`config.mk`:
```
export PLATFORM = sky130hd
export DESIGN_NAME = hpb_setup_regs
export DESIGN_NICKNAME = d
export VERILOG_FILES = /design/src/hpb_pkg.sv /design/src/hpb_pwm_gen.sv /design/src/hpb_setup_regs.sv
export SDC_FILE = /design/constraint.sdc
export NUM_CORES = 1
export LEC_CHECK = 0
export BUFFER_PORTS_ARGS = -buffer_cell sky130_fd_sc_hd__buf_4
export CORE_AREA = 2 2 152 124
export CTS_CLUSTER_SIZE = 10
export DETAILED_ROUTE_END_ITERATION = 10
export DIE_AREA = 0 0 154 126
export PLACE_DENSITY_LB_ADDON = 0.05
export SYNTH_ARGS = -nofsm -noshare
export SYNTH_HDL_FRONTEND = slang
export SYNTH_SLANG_ARGS = --single-unit
```
`constraint.sdc`:
```
create_clock -name clock -period 4.8 [get_ports clock]
set_input_delay 0.72 -clock clock [delete_from_list [all_inputs] [get_ports clock]]
set_output_delay 0.72 -clock clock [all_outputs]
set_load 0.03 [all_outputs]
```
`src/hpb_pkg.sv`:
```
// Purpose: Shared constants and carriers for the high-side PWM and bridge setup registers.
// Assumes: 40 MHz system clock; register requests come from the serial frame decoder.
// Notes: Every offset, field position, reset value and timing count lives here.

package hpb_pkg;

  // ==========================================================
  // Clock and PWM timing
  localparam int CLK_HZ = 40_000_000;
  localparam int RATE_SLOW_HZ = 100;
  localparam int RATE_FAST_HZ = 200;
  localparam int DUTY_STEPS = 1024;
  // Longest step time, so rounded down
  localparam int TICK_SLOW_CYC = CLK_HZ / (RATE_SLOW_HZ * DUTY_STEPS);
  localparam int TICK_FAST_CYC = CLK_HZ / (RATE_FAST_HZ * DUTY_STEPS);
  localparam int NUM_GEN = 4;

  // ==========================================================
  // Register map
  localparam int ADDR_W = 7;
  localparam int DATA_W = 16;
  localparam logic [6:0] ADDR_INT_MASK = 7'h09;
  localparam logic [6:0] ADDR_PWM_SETUP = 7'h0A;
  localparam logic [6:0] ADDR_SCRATCH = 7'h0B;
  localparam logic [6:0] ADDR_BRIDGE = 7'h10;

  // ==========================================================
  // Field positions
  localparam int PWM_RATE_BIT = 14;
  localparam int PWM_DUTY_MSB = 13;
  localparam int PWM_DUTY_LSB = 4;
  localparam int PWM_UNIT_MSB = 2;
  localparam int PWM_UNIT_TOP = 2;
  localparam logic [9:0] DUTY_FULL = 10'h3FF;

  // ==========================================================
  // Reset values and masks
  localparam logic [15:0] INT_MASK_POR = 16'h0140;
  localparam logic [15:0] INT_MASK_RW = 16'h01FF;
  localparam logic [15:0] PWM_SETUP_POR = 16'h0000;
  localparam logic [15:0] PWM_SETUP_RD = 16'h7FF7;
  localparam logic [15:0] PWM_RESTART_KEEP = 16'h7FF0;
  localparam logic [15:0] SCRATCH_POR = 16'h0000;
  localparam logic [15:0] BRIDGE_POR = 16'h0801;

  // ==========================================================
  // Carriers
  typedef struct packed {
    logic wr;
    logic rd;
    logic [6:0] addr;
    logic [15:0] wdata;
  } hpb_req_t;

  typedef struct packed {
    logic rate;
    logic [9:0] duty;
  } hpb_gen_cfg_t;

  typedef struct packed {
    logic bridge_sync_rate;
    logic gen3_route;
    logic gen1_route;
    logic pump_uv_level;
    logic transistor_gate_level;
    logic pump_stage_auto;
    logic overvoltage_recover;
    logic precharge_step_size;
    logic [7:0] low_byte;
  } hpb_bridge_t;

endpackage : hpb_pkg

```
`src/hpb_pwm_gen.sv`:
```
// Purpose: One high-side PWM generator with 1024 duty steps.
// Assumes: Settings come from flops on the same clock.
// Notes: New settings are taken at a period boundary only.

`timescale 1ns/1ps

module hpb_pwm_gen #(
  parameter int TICK_SLOW = hpb_pkg::TICK_SLOW_CYC,
  parameter int TICK_FAST = hpb_pkg::TICK_FAST_CYC
) (
  input wire logic clock,
  input wire logic rst_n,
  input hpb_pkg::hpb_gen_cfg_t cfg,
  output logic pwm_q
);

  localparam int PRE_W = $clog2(TICK_SLOW + 1);

  if (TICK_FAST < 1 || TICK_FAST > TICK_SLOW) begin : g_chk
    $error("hpb_pwm_gen: tick counts out of range");
  end

  logic [PRE_W-1:0] pre_q, pre_d, lim;
  logic [9:0] phase_q, phase_d;
  hpb_pkg::hpb_gen_cfg_t act_q, act_d;
  logic pwm_d;

  // ==========================================================
  // Step prescaler and phase counter
  always_comb begin
    // Period timing counts the one system clock
    lim = act_q.rate ? PRE_W'(TICK_FAST - 1) : PRE_W'(TICK_SLOW - 1);
    pre_d = pre_q + PRE_W'(1);
    phase_d = phase_q;
    act_d = act_q;
    if (pre_q >= lim) begin
      pre_d = '0;
      phase_d = phase_q + 10'h001;
      // Reload at the wrap so a running pulse is never cut short
      if (phase_q == hpb_pkg::DUTY_FULL) begin
        act_d = cfg;
      end
    end
    // Zero duty never turns on; full duty never turns off
    pwm_d = (act_q.duty == hpb_pkg::DUTY_FULL) || (phase_q < act_q.duty);
  end

  always_ff @(posedge clock or negedge rst_n) begin
    if (!rst_n) begin
      pre_q <= '0;
      phase_q <= 10'h000;
      act_q <= '0;
      pwm_q <= 1'b0;
    end else begin
      pre_q <= pre_d;
      phase_q <= phase_d;
      act_q <= act_d;
      pwm_q <= pwm_d;
    end
  end
endmodule : hpb_pwm_gen

```
`src/hpb_setup_regs.sv`:
```
// Purpose: PWM setup, host scratch, interrupt mask and bridge setup registers.
// Assumes: Requests arrive from the serial frame decoder on this clock.
// Notes: rst_n is power-on; soft_rst and restart are one-cycle pulses.

`timescale 1ns/1ps

// Function
// - Rate bit selects 100 or 200 Hz.
// - Ten-bit duty at 13:4; zero means off.
// - On-time is duty over 1024; full on.
// - Unit field 2:0 picks generator; 1xx none.
// - Bits 15 and 3 read as zero.
// - Restart keeps 14:4, clears low nibble.
// - First period after configuration may be wrong.
// - Period timing derives from the oscillator.
// - Mask loads 0x0140; restart clears 15:9.
// - Sixteen-bit scratch, untouched by the device.
// - Scratch clears on reset, survives restart.
// - Scratch reachable only in normal mode.
// - Bit 15 selects bridge sync rate.
// - Bit 14 routes generator three.
// - Bit 13 routes generator one.
// - Bit 12 selects pump undervoltage threshold.
// - Bit 11 selects transistor gate level.
// - Bit 10 enables pump stage switchover.
// - Bit 9 enables overvoltage recovery.
// - Bit 8 selects precharge step size.
// - Bridge word loads 0x0801 on reset.
module hpb_setup_regs #(
  parameter int TICK_SLOW = hpb_pkg::TICK_SLOW_CYC,
  parameter int TICK_FAST = hpb_pkg::TICK_FAST_CYC
) (
  input wire logic clock,
  input wire logic rst_n,
  input wire logic soft_rst,
  input wire logic restart,
  input wire logic normal_mode,
  input hpb_pkg::hpb_req_t req,
  output logic [15:0] rdata_q,
  output logic rvalid_q,
  output logic [8:0] int_mask_q,
  output hpb_pkg::hpb_bridge_t bridge_cfg_q,
  output logic [3:0] hs_pwm_q,
  output logic [3:0] hb_pwm_q
);

  // A fast step longer than the slow one would invert the rate bit
  if (TICK_FAST < 1 || TICK_FAST > TICK_SLOW) begin : g_chk
    $error("hpb_setup_regs: tick counts out of range");
  end

  // ==========================================================
  // State
  logic [15:0] pwm_setup_q, pwm_setup_d;
  logic [15:0] scratch_q, scratch_d;
  logic [15:0] mask_q, mask_d;
  hpb_pkg::hpb_bridge_t bridge_d;
  hpb_pkg::hpb_gen_cfg_t gen_cfg_q [hpb_pkg::NUM_GEN];
  hpb_pkg::hpb_gen_cfg_t gen_cfg_d [hpb_pkg::NUM_GEN];
  logic [15:0] rdata_d;
  logic rvalid_d;
  logic [3:0] hb_pwm_d;
  logic [3:0] gen_out;

  // ==========================================================
  // Decode
  logic wr_pwm, wr_scr, wr_mask, wr_brg;
  logic [2:0] unit;
  hpb_pkg::hpb_gen_cfg_t new_cfg;

  always_comb begin
    wr_pwm = req.wr && (req.addr == hpb_pkg::ADDR_PWM_SETUP);
    // Outside normal mode the scratch write is dropped
    wr_scr = req.wr && normal_mode && (req.addr == hpb_pkg::ADDR_SCRATCH);
    wr_mask = req.wr && (req.addr == hpb_pkg::ADDR_INT_MASK);
    wr_brg = req.wr && (req.addr == hpb_pkg::ADDR_BRIDGE);
    unit = req.wdata[hpb_pkg::PWM_UNIT_MSB:0];
    new_cfg.rate = req.wdata[hpb_pkg::PWM_RATE_BIT];
    new_cfg.duty = req.wdata[hpb_pkg::PWM_DUTY_MSB:hpb_pkg::PWM_DUTY_LSB];
  end

  // ==========================================================
  // PWM setup register and per-generator settings
  always_comb begin
    pwm_setup_d = pwm_setup_q;
    for (int i = 0; i < hpb_pkg::NUM_GEN; i++) begin
      gen_cfg_d[i] = gen_cfg_q[i];
    end
    if (soft_rst) begin
      pwm_setup_d = hpb_pkg::PWM_SETUP_POR;
    end else if (restart) begin
      // Unit select drops back to the first generator
      pwm_setup_d = pwm_setup_q & hpb_pkg::PWM_RESTART_KEEP;
    end else if (wr_pwm) begin
      pwm_setup_d = req.wdata & hpb_pkg::PWM_SETUP_RD;
      // Only the named unit takes the word; 1xx codes land nowhere
      if (!unit[hpb_pkg::PWM_UNIT_TOP]) begin
        gen_cfg_d[unit[1:0]] = new_cfg;
      end
    end
    if (soft_rst) begin
      for (int i = 0; i < hpb_pkg::NUM_GEN; i++) begin
        gen_cfg_d[i] = '0;
      end
    end
  end

  always_ff @(posedge clock or negedge rst_n) begin
    if (!rst_n) begin
      pwm_setup_q <= hpb_pkg::PWM_SETUP_POR;
      for (int i = 0; i < hpb_pkg::NUM_GEN; i++) begin
        gen_cfg_q[i] <= '0;
      end
    end else begin
      pwm_setup_q <= pwm_setup_d;
      for (int i = 0; i < hpb_pkg::NUM_GEN; i++) begin
        gen_cfg_q[i] <= gen_cfg_d[i];
      end
    end
  end

  // ==========================================================
  // Host scratch, interrupt mask, bridge setup
  always_comb begin
    scratch_d = scratch_q;
    mask_d = mask_q;
    bridge_d = bridge_cfg_q;
    if (soft_rst) begin
      scratch_d = hpb_pkg::SCRATCH_POR;
      mask_d = hpb_pkg::INT_MASK_POR;
      bridge_d = hpb_pkg::BRIDGE_POR;
    end else if (restart) begin
      // Scratch rides through restart untouched
      mask_d = mask_q & hpb_pkg::INT_MASK_RW;
      // Restart leaves the bridge word undefined; holding it is the cheapest safe value
    end else begin
      if (wr_scr) begin
        scratch_d = req.wdata;
      end
      if (wr_mask) begin
        mask_d = req.wdata & hpb_pkg::INT_MASK_RW;
      end
      if (wr_brg) begin
        bridge_d = req.wdata;
      end
    end
  end

  always_ff @(posedge clock or negedge rst_n) begin
    if (!rst_n) begin
      scratch_q <= hpb_pkg::SCRATCH_POR;
      mask_q <= hpb_pkg::INT_MASK_POR;
      bridge_cfg_q <= hpb_pkg::BRIDGE_POR;
    end else begin
      scratch_q <= scratch_d;
      mask_q <= mask_d;
      bridge_cfg_q <= bridge_d;
    end
  end

  assign int_mask_q = mask_q[8:0];

  // ==========================================================
  // Read port: answer one cycle after the request
  always_comb begin
    rvalid_d = req.rd;
    rdata_d = 16'h0000;
    if (req.rd) begin
      unique case (req.addr)
        hpb_pkg::ADDR_INT_MASK: rdata_d = mask_q;
        hpb_pkg::ADDR_PWM_SETUP: rdata_d = pwm_setup_q & hpb_pkg::PWM_SETUP_RD;
        hpb_pkg::ADDR_SCRATCH: rdata_d = normal_mode ? scratch_q : 16'h0000;
        hpb_pkg::ADDR_BRIDGE: rdata_d = bridge_cfg_q;
        default: rdata_d = 16'h0000;
      endcase
    end
  end

  always_ff @(posedge clock or negedge rst_n) begin
    if (!rst_n) begin
      rdata_q <= 16'h0000;
      rvalid_q <= 1'b0;
    end else begin
      rdata_q <= rdata_d;
      rvalid_q <= rvalid_d;
    end
  end

  // ==========================================================
  // Generators and half-bridge routing
  // The controller is expected to load duty before enabling a switch
  for (genvar g = 0; g < hpb_pkg::NUM_GEN; g++) begin : g_gen
    hpb_pwm_gen #(
      .TICK_SLOW(TICK_SLOW),
      .TICK_FAST(TICK_FAST)
    ) u_gen (
      .clock(clock),
      .rst_n(rst_n),
      .cfg(gen_cfg_q[g]),
      .pwm_q(gen_out[g])
    );
  end

  assign hs_pwm_q = gen_out;

  always_comb begin
    hb_pwm_d = 4'h0;
    hb_pwm_d[0] = gen_out[0] && !bridge_cfg_q.gen1_route;
    hb_pwm_d[1] = gen_out[0] && bridge_cfg_q.gen1_route;
    hb_pwm_d[2] = gen_out[2] && !bridge_cfg_q.gen3_route;
    hb_pwm_d[3] = gen_out[2] && bridge_cfg_q.gen3_route;
  end

  always_ff @(posedge clock or negedge rst_n) begin
    if (!rst_n) begin
      hb_pwm_q <= 4'h0;
    end else begin
      hb_pwm_q <= hb_pwm_d;
    end
  end
endmodule : hpb_setup_regs

```
After elaboration in Yosys (flattened, before gate mapping) --
Index checks and enable logic that the tools add are counted.
Storage, ports and cells: register bits after elaboration 251, input bits 30, output and inout port bits 50, logic and storage cells 139
Cells by class: add/subtract/negate cells 8, order comparisons 10, eq/ne operators 14, mux-type cells 30, bitwise gates (word level) 1, reduce and logical (&&, ||, !) cells 31
Operator list (count):
- 2-to-1 mux 16 bit | 11
- 2-to-1 mux 44 bit | 4
- == test 10 bit, second input constant | 8
- 2-to-1 mux 9 bit | 8
- case mux 16 bit (4 select lines) | 1
- 2-to-1 mux 15 bit | 3
- bitwise mux 44 bit | 1
- adder 10 x 1 -> 10 bit, second input constant | 4
- less-than comparator 10 bit | 4
- adder 9 x 1 -> 9 bit, second input constant | 4
- >= comparator 9 bit | 4
- demux 11 bit (select 2 bit) | 1
- == test 7 x 4 -> 1 bit, second input constant | 3
- AND reduction 2 bit | 8
- 2-to-1 mux 11 bit | 1
- logical AND 1 bit | 10
- nonzero test 2 bit | 4
- == test 7 x 5 -> 1 bit, second input constant | 1
- nonzero test 3 bit | 2
- logical OR 1 bit | 4
- != test 2 bit, second input constant | 2
- >= comparator 3 bit, second input constant | 1
- less-than comparator 3 x 1 -> 1 bit, second input constant | 1
- NOT 2 -> 3 bit | 1
- other kinds (2) | 3

Longest topological paths before layout --
Gate-level depths: netlist of run 1.
word-level depth 10, gate-level depth with buffers 9, mapped depth without buffers 7

Cells and area by module --
A second synthesis of run 1 with hierarchy kept.
Second synthesis, totals: cells, all modules 1054, area total of the unflattened synthesis 11691.2 um^2
Modules (own cells, without submodules):
- hpb_pwm_gen | times used 4, cells each 144, area an instance 1654.1 um^2, seq. area each 775.7 um^2
- hpb_setup_regs | times used 1, cells each 478, area an instance 5074.9 um^2, seq. area each 3007.9 um^2

Worst setup path before layout of run 1 --
OpenSTA, ideal clock, no wires.
path kind input to register, start point in req[21] (netlist bit), end point reg scratch_q[10], setup time 0.132 ns, data arrival time 2.062 ns, data required time 4.668 ns, path slack 2.607 ns, stages on the path 6, buffers on the path 1, cell sequence nor4b_4 > nand3b_4 > nor3_4 > buf_8 > mux2i_1 > nor2_1
On the way: word-level cells in the longest chain between the ends 4
RTL lines:
- start: declaration | line hpb_setup_regs.sv:38 | input hpb_pkg::hpb_req_t req,
- == test 7 x 4 -> 1 bit | line hpb_setup_regs.sv:74 | wr_scr = req.wr && normal_mode && (req.addr == hpb_pkg::ADDR_SCRATCH);
- logical AND 1 bit | line hpb_setup_regs.sv:74
- nonzero test 2 bit (no source line)
- AND reduction 2 bit (no source line)
- end signal: assignment | line hpb_setup_regs.sv:151 | scratch_q <= hpb_pkg::SCRATCH_POR;
- end signal: assignment | line hpb_setup_regs.sv:155 | scratch_q <= scratch_d;
- end: declaration | line hpb_setup_regs.sv:55 | logic [15:0] scratch_q, scratch_d;
Every way passes these cells. A chain may end at the register's enable or synchronous reset.

Worst setup path in the final report of run 1 --
start point reg g_gen[2].u_gen.act_q[10] (netlist bit), end point reg g_gen[2].u_gen.act_q[4] (netlist bit)
On the way: word-level cells in the longest chain between the ends 3
RTL lines:
- start: declaration | line hpb_pwm_gen.sv:25 | hpb_pkg::hpb_gen_cfg_t act_q, act_d;
- start signal: assignment | line hpb_pwm_gen.sv:57 | act_q <= act_d;
- 2-to-1 mux 9 bit | line hpb_pwm_gen.sv:32 | lim = act_q.rate ? PRE_W'(TICK_FAST - 1) : PRE_W'(TICK_SLOW - 1);
- >= comparator 9 bit | line hpb_pwm_gen.sv:36 | if (pre_q >= lim) begin
- AND reduction 2 bit (no source line)
Every way passes these cells.

==> results of run 1 <==
[sequential cells by signal, indices dropped and copies added (netlist names)]
register / flops
g_gen.u_gen.act_q: 44
gen_cfg_q: 44
g_gen.u_gen.phase_q: 40
g_gen.u_gen.pre_q: 36
bridge_cfg_q: 16
rdata_q: 16
scratch_q: 16
pwm_setup_q: 14
mask_q: 9
g_gen.u_gen.pwm_q: 4
hb_pwm_q: 4
rvalid_q: 1
[placed cells by master, fill, tap and decap left out, drive strengths merged, types with 15 or more instances in the layout]
cell,count
a21o,15
nand3,24
dfrtp,240
mux2,48
nor2,103
clkbuf,49
a21oi,61
buf,88
xnor2,37
a222oi,15
xor2,27
nand2,132
nand4,35
inv,48
mux2i,48
ha,64
[synth_stat cells (all sizes together), types with 2 or more instances]
library cell,n
dfstp,4
clkbuf,27
a31oi,4
dfrtp,240
nand2,132
nor3,8
buf,26
mux2i,48
and2,10
xnor2,37
a21o,15
mux2,48
o32ai,4
o211ai,2
a211o,2
nor2,103
a222oi,15
nor3b,4
nand3,24
ha,64
o21ai,9
nand4,35
nand2b,10
and4,4
and3,11
inv,48
a21oi,61
xor2,27
nor4b,2
nand3b,4
nor4,4
a211oi,8
o2111ai,4
nor2b,7
[through the flow]
step | hold slack [ps] | utilization [%] | std cells | power, µW | worst slack (ps)
floorplan | 424.4 | - | 1060 | 2147 | 2607
global placement | 488.3 | 68.27 | 1325 | 2236 | 1760
detailed placement | 490.9 | 68.27 | 1325 | 2238 | 1731
CTS | 294.4 | 72.83 | 1375 | 4144 | 1830
global route | 297.7 | 72.83 | 1375 | 4242 | 1622
finish | 258.5 | 72.83 | 1375 | 4115 | 1785
[routing by layer]
metal	vias to the layer above	track usage, %	share of wire [%]
met4	0	6.432	1.9
met5	-	0	0
met1	4012	38.71	45
met3	40	4.646	5.6
li1	3801	-	-
met2	195	43.74	48
[power by group through the flow]
| stage | logic, µW | clock network, µW | registers, µW |
|---|---|---|---|
| finish | 130 | 1920 | 2070 |
| global route | 145 | 2030 | 2070 |
| detailed placement | 133 | 0 | 2110 |
| global placement | 131 | 0 | 2100 |
| floorplan | 41.2 | 0 | 2110 |
| CTS | 133 | 1940 | 2070 |
[logic make-up after synthesis]
family / after synthesis
xor+xnor: 64
compound gates: 127
simple gates: 364
fa+ha+maj: 64
mux: 96
flops: 244
buf+inv: 101
[cell type report]
type                    count  area [µm²]  share of cell area, %
clock buffers              49       799.5                  6.135
flip-flops and latches    244        6111                  46.89
well taps                 230       287.8                  2.208
repair buffers             88       680.7                  5.223
inverters                  48       180.2                  1.383
clock inverters             1       16.27                 0.1248
multi-input cells         715        4956                  38.03
[path summary, 6_finish.rpt]
path	start	cells after the start	end
max in group asynchronous	rst_n	2	rdata_q[5]$_DFF_PN0_
min reg2reg	g_gen[2].u_gen.phase_q[9]$_DFFE_PN0P_	1	g_gen[2].u_gen.phase_q[9]$_DFFE_PN0P_
max	g_gen[2].u_gen.act_q[10]$_DFFE_PN0P_	7	g_gen[2].u_gen.act_q[4]$_DFFE_PN0P_
min in group clock	req[23]	1	rvalid_q$_DFF_PN0_
min	rst_n	1	g_gen[1].u_gen.pre_q[3]$_DFF_PN0_
max reg2reg	g_gen[2].u_gen.act_q[10]$_DFFE_PN0P_	7	g_gen[2].u_gen.act_q[4]$_DFFE_PN0P_
==> results_dict.tcl, run 1 <==
set metrics [dict create \
    tightest_slew_ps 1225 \
    drive_gt1_share_pct 15.46 \
    finalSetupViolations 0 \
    antenna_found_initial 0 \
    cap_violations 0 \
    ys_top_cells_by_area "dfrtp_1 52%, ha_1 7.0%, mux2_2 4.5%" \
    timing.fmax_mhz 331.7 \
    vias_per_cell 5.853 \
    grt_max_degree 132 \
    port_buffers 79 \
    synth_cells 1060 \
    peakVddDrop_mv 0.3083 \
    critPathKind "register to register" \
    synth_xor_xnor_area_share_pct 4.878 \
    slew_headroom_pct 17.96 \
    initial_core_util_pct 64.22 \
    post_cts_resized 0 \
    firstDrtPassIters 6 \
    fin_skew_ps 17.33 \
    placed_area_um2 12220 \
    synth_cell_type_count 52 \
    critPathRequiredTime_ps 5220 \
    syn_avg_cell_area_um2 10.84 \
    ys.warnings.count 0 \
    grt_pass1_wl_um 42250 \
    endpoint_kind "register" \
    rows 44 \
    p_int_uw 3216 \
    place_congestion 0.8190 \
    holdBufCountCts 0 \
    nets 1219 \
    drc 0 \
    fp.coreArea_um2 17890 \
    synth-edff-count 0 \
    holdCritPathClass "primary input to async pin" \
    p_sw_uw 898.9 \
    grt_pass1_vias 8078 \
    die_x_um 154 \
    grt_use_total_pct 27.02 \
    finalMaxSlewViolations 0 \
    ys_seq_elements 244 \
    wire_per_inst_um 18.46 \
    critPathSlowestCell "nand4_1" \
    final_area_um2 13030 \
    power_frac_seq_pct 50.3 \
    synth_compound_area_share_pct 7.186 \
    synth_top_family_by_area "simple AND/OR/NAND/NOR gates" \
    synthArstFlopShare_pct 100.0 \
    path_delay_family "simple AND/OR/NAND/NOR gates" \
    synth-simple-area-share_pct 15.11 \
    clockRootBuffer "clkbuf_16" \
    crit_chain "inv_1 > ha_1 > o21ai_0 > o211ai_1 > and2_1 > nand4_1 > mux2_2" \
    cts_setup_buffers 0 \
    p_leak_uw 0.006162 \
    reg2reg_setup_slack_ps 1790 \
    cellPowerDensity_nw_per_um2 315.8 \
    clkTransAtPathRegs_ps 60 \
    hold_violations 0 \
    path_buf_inv 1 \
    fp.dieH_um 126 \
    io-pin-count 80 \
    comb_power_share_pct 3.2 \
    diodes 0 \
    switching_share_pct 21.84 \
    yosysSeqAreaShare_pct 53.18 \
    numClockSinks 244 \
    synth-adder-area-share_pct 6.969 \
    p_clk_share_pct 46.6 \
    synth_top_area_share_pct 52.26 \
    antenna_left 0 \
    start_kind "register" \
    drtIter0Drc 670 \
    outcome "complete, no violations" \
    dr_total_vias 8048 \
    post-route-period-util_pct 62.81 \
    setup-tns-final_ps 0 \
    numCtsBuffers 28 \
    routed_wl_um 25390 \
    overflow 0 \
    die_area_um2 19400 \
    clock_path_buffers 3 \
    clkLatencyLatePin_ps 530 \
    cts_tree "built" \
    dp_hpwl_um 16560 \
    synth_nets 1154 \
    netlist_area_um2 11490 \
    final.min_clock_period_ps 3015 \
    htreeDepth 1 \
    synth.area.mux_share_pct 8.885 \
    rsz0062_at_grt "false" \
    critPathMaxFanout 17 \
    synth_ff_type "dfrtp_1" \
    syn_to_final_growth_pct 13.40 \
    crit_arrival_ps 3430 \
    critPathMaxStageDelay_ps 680 \
    yosysTopAreaCell "dfrtp_1" \
    fillers 1282 \
]
No activity file was read; power rests on OpenSTA's default activity.
==> run 2, diff against run 1 <==
--- a/config.mk
+++ b/config.mk
@@ -5,11 +5,12 @@
 export SDC_FILE = /design/constraint.sdc
 export NUM_CORES = 1
 export LEC_CHECK = 0
+export ABC_AREA = 1
 export BUFFER_PORTS_ARGS = -buffer_cell sky130_fd_sc_hd__buf_4
-export CORE_AREA = 2 2 152 124
+export CORE_AREA = 2 2 165 134
 export CTS_CLUSTER_SIZE = 10
 export DETAILED_ROUTE_END_ITERATION = 10
-export DIE_AREA = 0 0 154 126
+export DIE_AREA = 0 0 167 136
 export PLACE_DENSITY_LB_ADDON = 0.05
 export SYNTH_ARGS = -nofsm -noshare
 export SYNTH_HDL_FRONTEND = slang
==> constraint.sdc (replaced) <==
create_clock -name clock -period 3 [get_ports clock]
set_input_delay 0.45 -clock clock [delete_from_list [all_inputs] [get_ports clock]]
set_output_delay 0.45 -clock clock [all_outputs]
set_load 0.03 [all_outputs]
==> run 2 against run 1 <==
Against the previous run:
- synthesized area grew 10%
- critical path depth grew 4
- via count up 29%
- first-iteration DRC count up 13%
- fmax is 32% higher
- die area is 17% higher
- synthesized cell count is 48% higher
- global-route usage down 1.3 points
- clock skew down 8.9 ps
- combinational power grew to 2.7 times the previous value
- register-to-register slack got worse by 1100 ps
- critical path type unchanged
- largest cell class unchanged
- largest power group unchanged
- highest routed layer unchanged
==> results_dict.tcl, run 2 <==
set metrics [dict create \
    p_int_uw 5220 \
    cellPowerDensity_nw_per_um2 475.6 \
    p_clk_share_pct 44.7 \
    dr_total_vias 10420 \
    critPathRequiredTime_ps 3410 \
    pre_cts_ws_ps 667.7 \
    synth_cells 1572 \
    port_buffers 79 \
    rows 48 \
    ys.warnings.count 0 \
    ys_seq_elements 244 \
    die_area_um2 22710 \
    numClockSinks 244 \
    critPathKind "register to register" \
    critPathMaxFanout 17 \
    dp_hpwl_um 20170 \
    nets 1736 \
    power_frac_seq_pct 50.1 \
    tightest_slew_ps 682.0 \
    numCtsBuffers 28 \
    grt_pass1_vias 9729 \
    clkTransAtPathRegs_ps 60 \
    peakVddDrop_mv 0.5014 \
    endpoint_kind "register" \
    layout_setup_ws_ps 708.4 \
    synth_commonest_cells "479 x nand2_1, 240 x dfrtp_1, 175 x inv_1" \
    cap_violations 0 \
    yosysSeqAreaShare_pct 48.23 \
    finalMaxSlewViolations 0 \
    place_congestion 0.8752 \
    synth_nets 1666 \
    antenna_found_initial 0 \
    synth-edff-count 0 \
    outcome "complete, no violations" \
    grt_use_total_pct 25.74 \
    rsz0062_at_grt "false" \
    netlist_area_um2 12670 \
    overflow 0 \
    grt_pass1_wl_um 48240 \
    slew_headroom_pct 54.36 \
    fillers 1796 \
    crit_arrival_ps 2700 \
    initial_core_util_pct 59.76 \
    synth_ff_type "dfrtp_1" \
    setup-tns-final_ps 0 \
    grt_max_degree 83 \
    vias_per_cell 5.398 \
    reg.largest.list "g_gen.u_gen.act_q x44, gen_cfg_q x44, g_gen.u_gen.phase_q x40" \
    final.min_clock_period_ps 2292 \
    synth_top_area_share_pct 47.40 \
    switching_share_pct 22.90 \
    fin_skew_ps 8.417 \
    timing.fmax_mhz 436.4 \
    clock_path_buffers 3 \
    synthArstFlopShare_pct 100.0 \
    p_leak_uw 0.007443 \
    layout_common_cells "479 x nand2_1, 240 x dfrtp_1, 175 x inv_1, 150 x nand3_1, 118 x nor2_1" \
    diodes 0 \
    hold_violations 0 \
    holdCritPathClass "primary input to register" \
    htreeDepth 1 \
    cts_tree "built" \
    drtIter0Drc 759 \
    mostFrequentLayoutCell "nand2_1" \
    routed_wl_um 28750 \
    antenna_left 0 \
    syn_to_final_growth_pct 12.35 \
    comb_power_share_pct 5.2 \
    synth_cell_type_count 38 \
    post_cts_resized 0 \
    finalSetupViolations 0 \
    wire_per_inst_um 14.89 \
    start_kind "register" \
    reg2reg_setup_slack_ps 710 \
    clkLatencyLatePin_ps 530 \
    post-route-period-util_pct 76.39 \
    drive_gt1_share_pct 9.426 \
    p_sw_uw 1551 \
    clockRootBuffer "clkbuf_16" \
    fp.dieH_um 136 \
    yosysTopAreaCell "dfrtp_1" \
    io-pin-count 80 \
    fp.coreArea_um2 21200 \
    drc 0 \
    ys_top_cells_by_area "dfrtp_1 47%, nand2_1 14%, ha_1 6.3%" \
    syn_avg_cell_area_um2 8.060 \
    die_x_um 167 \
    firstDrtPassIters 5 \
    yosysMostFrequentCell "nand2_1" \
]
run 2: metrics by stage:
step	hold WS, ps	std cells	utilization [%]	total power, µW	area (µm²)
CTS	54.33	1930	67.14	6827	14230
floorplan	154.4	1572	-	3615	12670
global placement	456.9	1886	63.38	3793	13440
global route	58.80	1930	67.14	7003	14230
finish	75.15	1930	67.14	6771	14230
detailed placement	460.9	1886	63.38	3801	13440
run 2: final timing paths:
kind | to | start | cells past startpoint
worst max-delay path | g_gen[1].u_gen.act_q[5]$_DFFE_PN0P_ | g_gen[1].u_gen.act_q[10]$_DFFE_PN0P_ | 11
worst min-delay path | rvalid_q$_DFF_PN0_ | req[23] | 1
worst max register to register | g_gen[1].u_gen.act_q[5]$_DFFE_PN0P_ | g_gen[1].u_gen.act_q[10]$_DFFE_PN0P_ | 11
worst min register to register | gen_cfg_q[34]$_DFFE_PN0P_ | gen_cfg_q[34]$_DFFE_PN0P_ | 2
max in group asynchronous | bridge_cfg_q[11]$_DFFE_PN1P_ | rst_n | 3
min in group asynchronous | g_gen[3].u_gen.phase_q[2]$_DFFE_PN0P_ | rst_n | 2
run 2: metal layers:
layer | GRT usage [%] | part of all wire [%] | vias to the layer above
met5 | 0 | 0 | -
met4 | 5.412 | 1.7 | 0
met3 | 3.406 | 5.5 | 31
met2 | 40.31 | 45 | 262
met1 | 38.69 | 48 | 4912
li1 | - | - | 5214
run 2: final cells by class:
cell class | instances | area, µm² | share of cell area [%]
multi-input combinational | 1083 | 5489 | 38.56
sequential | 244 | 6111 | 42.93
tap | 275 | 344.1 | 2.417
inverter | 179 | 671.9 | 4.720
clock buffer | 43 | 788.3 | 5.537
timing repair buffer | 106 | 830.8 | 5.836
run 2: logic make-up after synthesis:
| logic type | Yosys count | synth area share, % |
|---|---|---|
| xor+xnor | 23 | 1.590 |
| flops | 244 | 48.23 |
| buf+inv | 245 | 8.493 |
| simple gates | 872 | 30.11 |
| fa+ha+maj | 64 | 6.320 |
| compound gates | 124 | 5.254 |
run 2: worst max-delay path, stage by stage (launching register included):
cell     delay (ps)
dfrtp_1         400
inv_1           100
ha_1            280
nand2_1          50
inv_1            50
nand3_1          60
nor2_1           90
nor2_1           40
nand2_1         420
nand2_1         420
nand2_1         180
nand2_1          70
run 2: timing repair:
action                                 4_1_cts  5_1_grt
setup buffers                                0        0
hold buffers                                 1        0
endpoints found under the hold margin       78        0
run 2: power by group through the flow:
stage	combinational, µW	sequential (µW)	clock (µW)
5_1_grt	392	3390	3220
3_5_place_dp	354	3450	0
4_1_cts	356	3390	3080
2_1_floorplan	154	3460	0
6_report	354	3390	3030
3_3_place_gp	347	3450	0
==> run 3, diff against run 2 <==
==> constraint.sdc (replaced) <==
create_clock -name clock -period 2.4 [get_ports clock]
set_input_delay 0.36 -clock clock [delete_from_list [all_inputs] [get_ports clock]]
set_output_delay 0.36 -clock clock [all_outputs]
set_load 0.03 [all_outputs]
==> run 3 against run 2 <==
Against the previous run:
- critical path type unchanged
- combinational power increased by 29%
- cell count rose by 0.52%
- clock power is 25% higher
- wire length increased by 1.7%
- highest routed layer unchanged
- non-clock buffer count grew 9
==> results_dict.tcl, run 3 (synthesis results as in run 2) <==
set metrics [dict create \
    overflow 0 \
    tightest_slew_ps 707.0 \
    switching_share_pct 22.96 \
    reg.largest.list "g_gen.u_gen.act_q x44, gen_cfg_q x44, g_gen.u_gen.phase_q x40" \
    dr_total_vias 10580 \
    rows 48 \
    grt_use_total_pct 26.27 \
    fp.dieH_um 136 \
    drtIter0Drc 811 \
    endpoint_kind "register" \
    finalMaxSlewViolations 0 \
    die_x_um 167 \
    port_buffers 79 \
    io-pin-count 80 \
    grt_pass1_vias 9955 \
    routed_wl_um 29230 \
    place_congestion 0.8973 \
    final_area_um2 14360 \
    rsz0062_at_grt "false" \
    slew_headroom_pct 52.69 \
    start_kind "register" \
    crit_chain "inv_1 > ha_1 > nand4_1 > o21bai_1 > nand2_1 > nand2_1 > nand2_1 > nand2_1" \
    post-route-period-util_pct 88.06 \
    crit_arrival_ps 2530 \
    cts_setup_buffers 0 \
    final.min_clock_period_ps 2114 \
    mostFrequentLayoutCell "nand2_1" \
    cts_tree "built" \
    clkLatencyLatePin_ps 530 \
    clkTransAtPathRegs_ps 60 \
    finalSetupViolations 0 \
    path_delay_family "simple AND/OR/NAND/NOR gates" \
    cellPowerDensity_nw_per_um2 591.3 \
    crit_top_cell "nand2_1" \
    holdCritPathClass "primary input to register" \
    critPathMaxStageDelay_ps 410 \
    fin_skew_ps 11.47 \
    critPathRequiredTime_ps 2820 \
    post_cts_resized 0 \
    rr_worst_depth 8 \
    placed_area_um2 13550 \
    fillers 1760 \
    critPathSlowestCell "dfrtp_1" \
    comb_power_share_pct 5.4 \
    die_area_um2 22710 \
    p_sw_uw 1949 \
    clockRootBuffer "clkbuf_16" \
    reg2reg_setup_slack_ps 290 \
    hold_violations 0 \
    peakVddDrop_mv 0.5998 \
    wire_per_inst_um 15.07 \
    worstHoldStart "req[6]" \
    timing.fmax_mhz 473.1 \
    critPathMaxFanout 11 \
    fp.coreArea_um2 21200 \
    regArea_um2 6111 \
    critPathKind "register to register" \
    drive_gt1_share_pct 9.850 \
    multi_input_area_um2 5489 \
    numClockSinks 244 \
    holdPathStages 3 \
    initial_core_util_pct 59.76 \
    path_buf_inv 1 \
    hold_end "mask_q[6]$_DFFE_PN1P_" \
    p_clk_share_pct 44.7 \
    dp_hpwl_um 20330 \
    r2r-end "g_gen[0].u_gen.act_q[1]$_DFFE_PN0P_" \
    htreeDepth 1 \
    layout_common_cells "479 x nand2_1, 240 x dfrtp_1, 175 x inv_1, 150 x nand3_1, 118 x nor2_1" \
    grt_pass1_wl_um 49230 \
    diodes 0 \
    cap_violations 0 \
    p_leak_uw 0.007507 \
    drc 0 \
    holdBufCountCts 2 \
    antenna_found_initial 0 \
    setup-tns-final_ps 0 \
    power_frac_seq_pct 49.9 \
    syn_to_final_growth_pct 13.33 \
    numCtsBuffers 28 \
    vias_per_cell 5.453 \
    p_int_uw 6541 \
    firstDrtPassIters 5 \
    grt_max_degree 77 \
    clock_path_buffers 3 \
    nets 1745 \
    outcome "complete, no violations" \
    regToRegStartpoint "g_gen[0].u_gen.act_q[10]$_DFFE_PN0P_" \
    antenna_left 0 \
]
run 3: how the worst max path moves through the flow:
stage | endpoint | from | depth (start not counted) | slack [ps]
3_5_place_dp | g_gen[0].u_gen.act_q[1]$_DFFE_PN0P_ | g_gen[0].u_gen.act_q[10]$_DFFE_PN0P_ | 8 | 290
3_3_place_gp | g_gen[0].u_gen.act_q[2]$_DFFE_PN0P_ | g_gen[0].u_gen.act_q[10]$_DFFE_PN0P_ | 11 | 380
2_1_floorplan | g_gen[3].u_gen.act_q[1]$_DFFE_PN0P_ | g_gen[3].u_gen.act_q[10]$_DFFE_PN0P_ | 12 | 740
6_report | g_gen[0].u_gen.act_q[1]$_DFFE_PN0P_ | g_gen[0].u_gen.act_q[10]$_DFFE_PN0P_ | 8 | 290
5_1_grt | g_gen[0].u_gen.act_q[7]$_DFFE_PN0P_ | g_gen[0].u_gen.act_q[10]$_DFFE_PN0P_ | 9 | 30
4_1_cts | g_gen[0].u_gen.act_q[1]$_DFFE_PN0P_ | g_gen[0].u_gen.act_q[10]$_DFFE_PN0P_ | 8 | 280
run 3: per-layer routing:
layer | GRT usage, % | wire [µm]
met5 | 0 | 0
met4 | 5.125 | 569
met3 | 4.483 | 1613
met2 | 41.95 | 13280
met1 | 38.34 | 13770
run 3: final cells by class:
cell class / instances / area share (%)
clock buffer: 44 / 5.516
timing repair buffer: 115 / 6.623
inverter: 179 / 4.679
sequential: 244 / 42.56
tap: 275 / 2.396
multi-input combinational: 1083 / 38.23
run 3: power groups by stage:
stage                     Sequential [µW]  Combinational, µW  Clock [µW]
final                                4240                455        3800
after global routing                 4240                505        4040
after CTS                            4240                458        3860
after detailed placement             4310                454           0
after global placement               4310                445           0
after floorplan                      4330                193           0
run 3: worst register-to-register path, cell delays in order, from the launching register on:
cell and delay (ps):
dfrtp_1 410, inv_1 110, ha_1 300, nand4_1 120
o21bai_1 170, nand2_1 330, nand2_1 350, nand2_1 150
nand2_1 60
run 3: stage by stage:
stage	util, %	worst slack [ps]	power [µW]	instances	hold slack, ps
2_1_floorplan	-	741.3	4519	1572	64.41
3_3_place_gp	63.90	378.5	4755	1894	388.4
3_5_place_dp	63.90	286.7	4764	1894	381.8
4_1_cts	67.73	280.1	8559	1940	55.47
5_1_grt	67.73	31.11	8791	1940	72.34
6_report	67.73	286.5	8490	1940	72.90
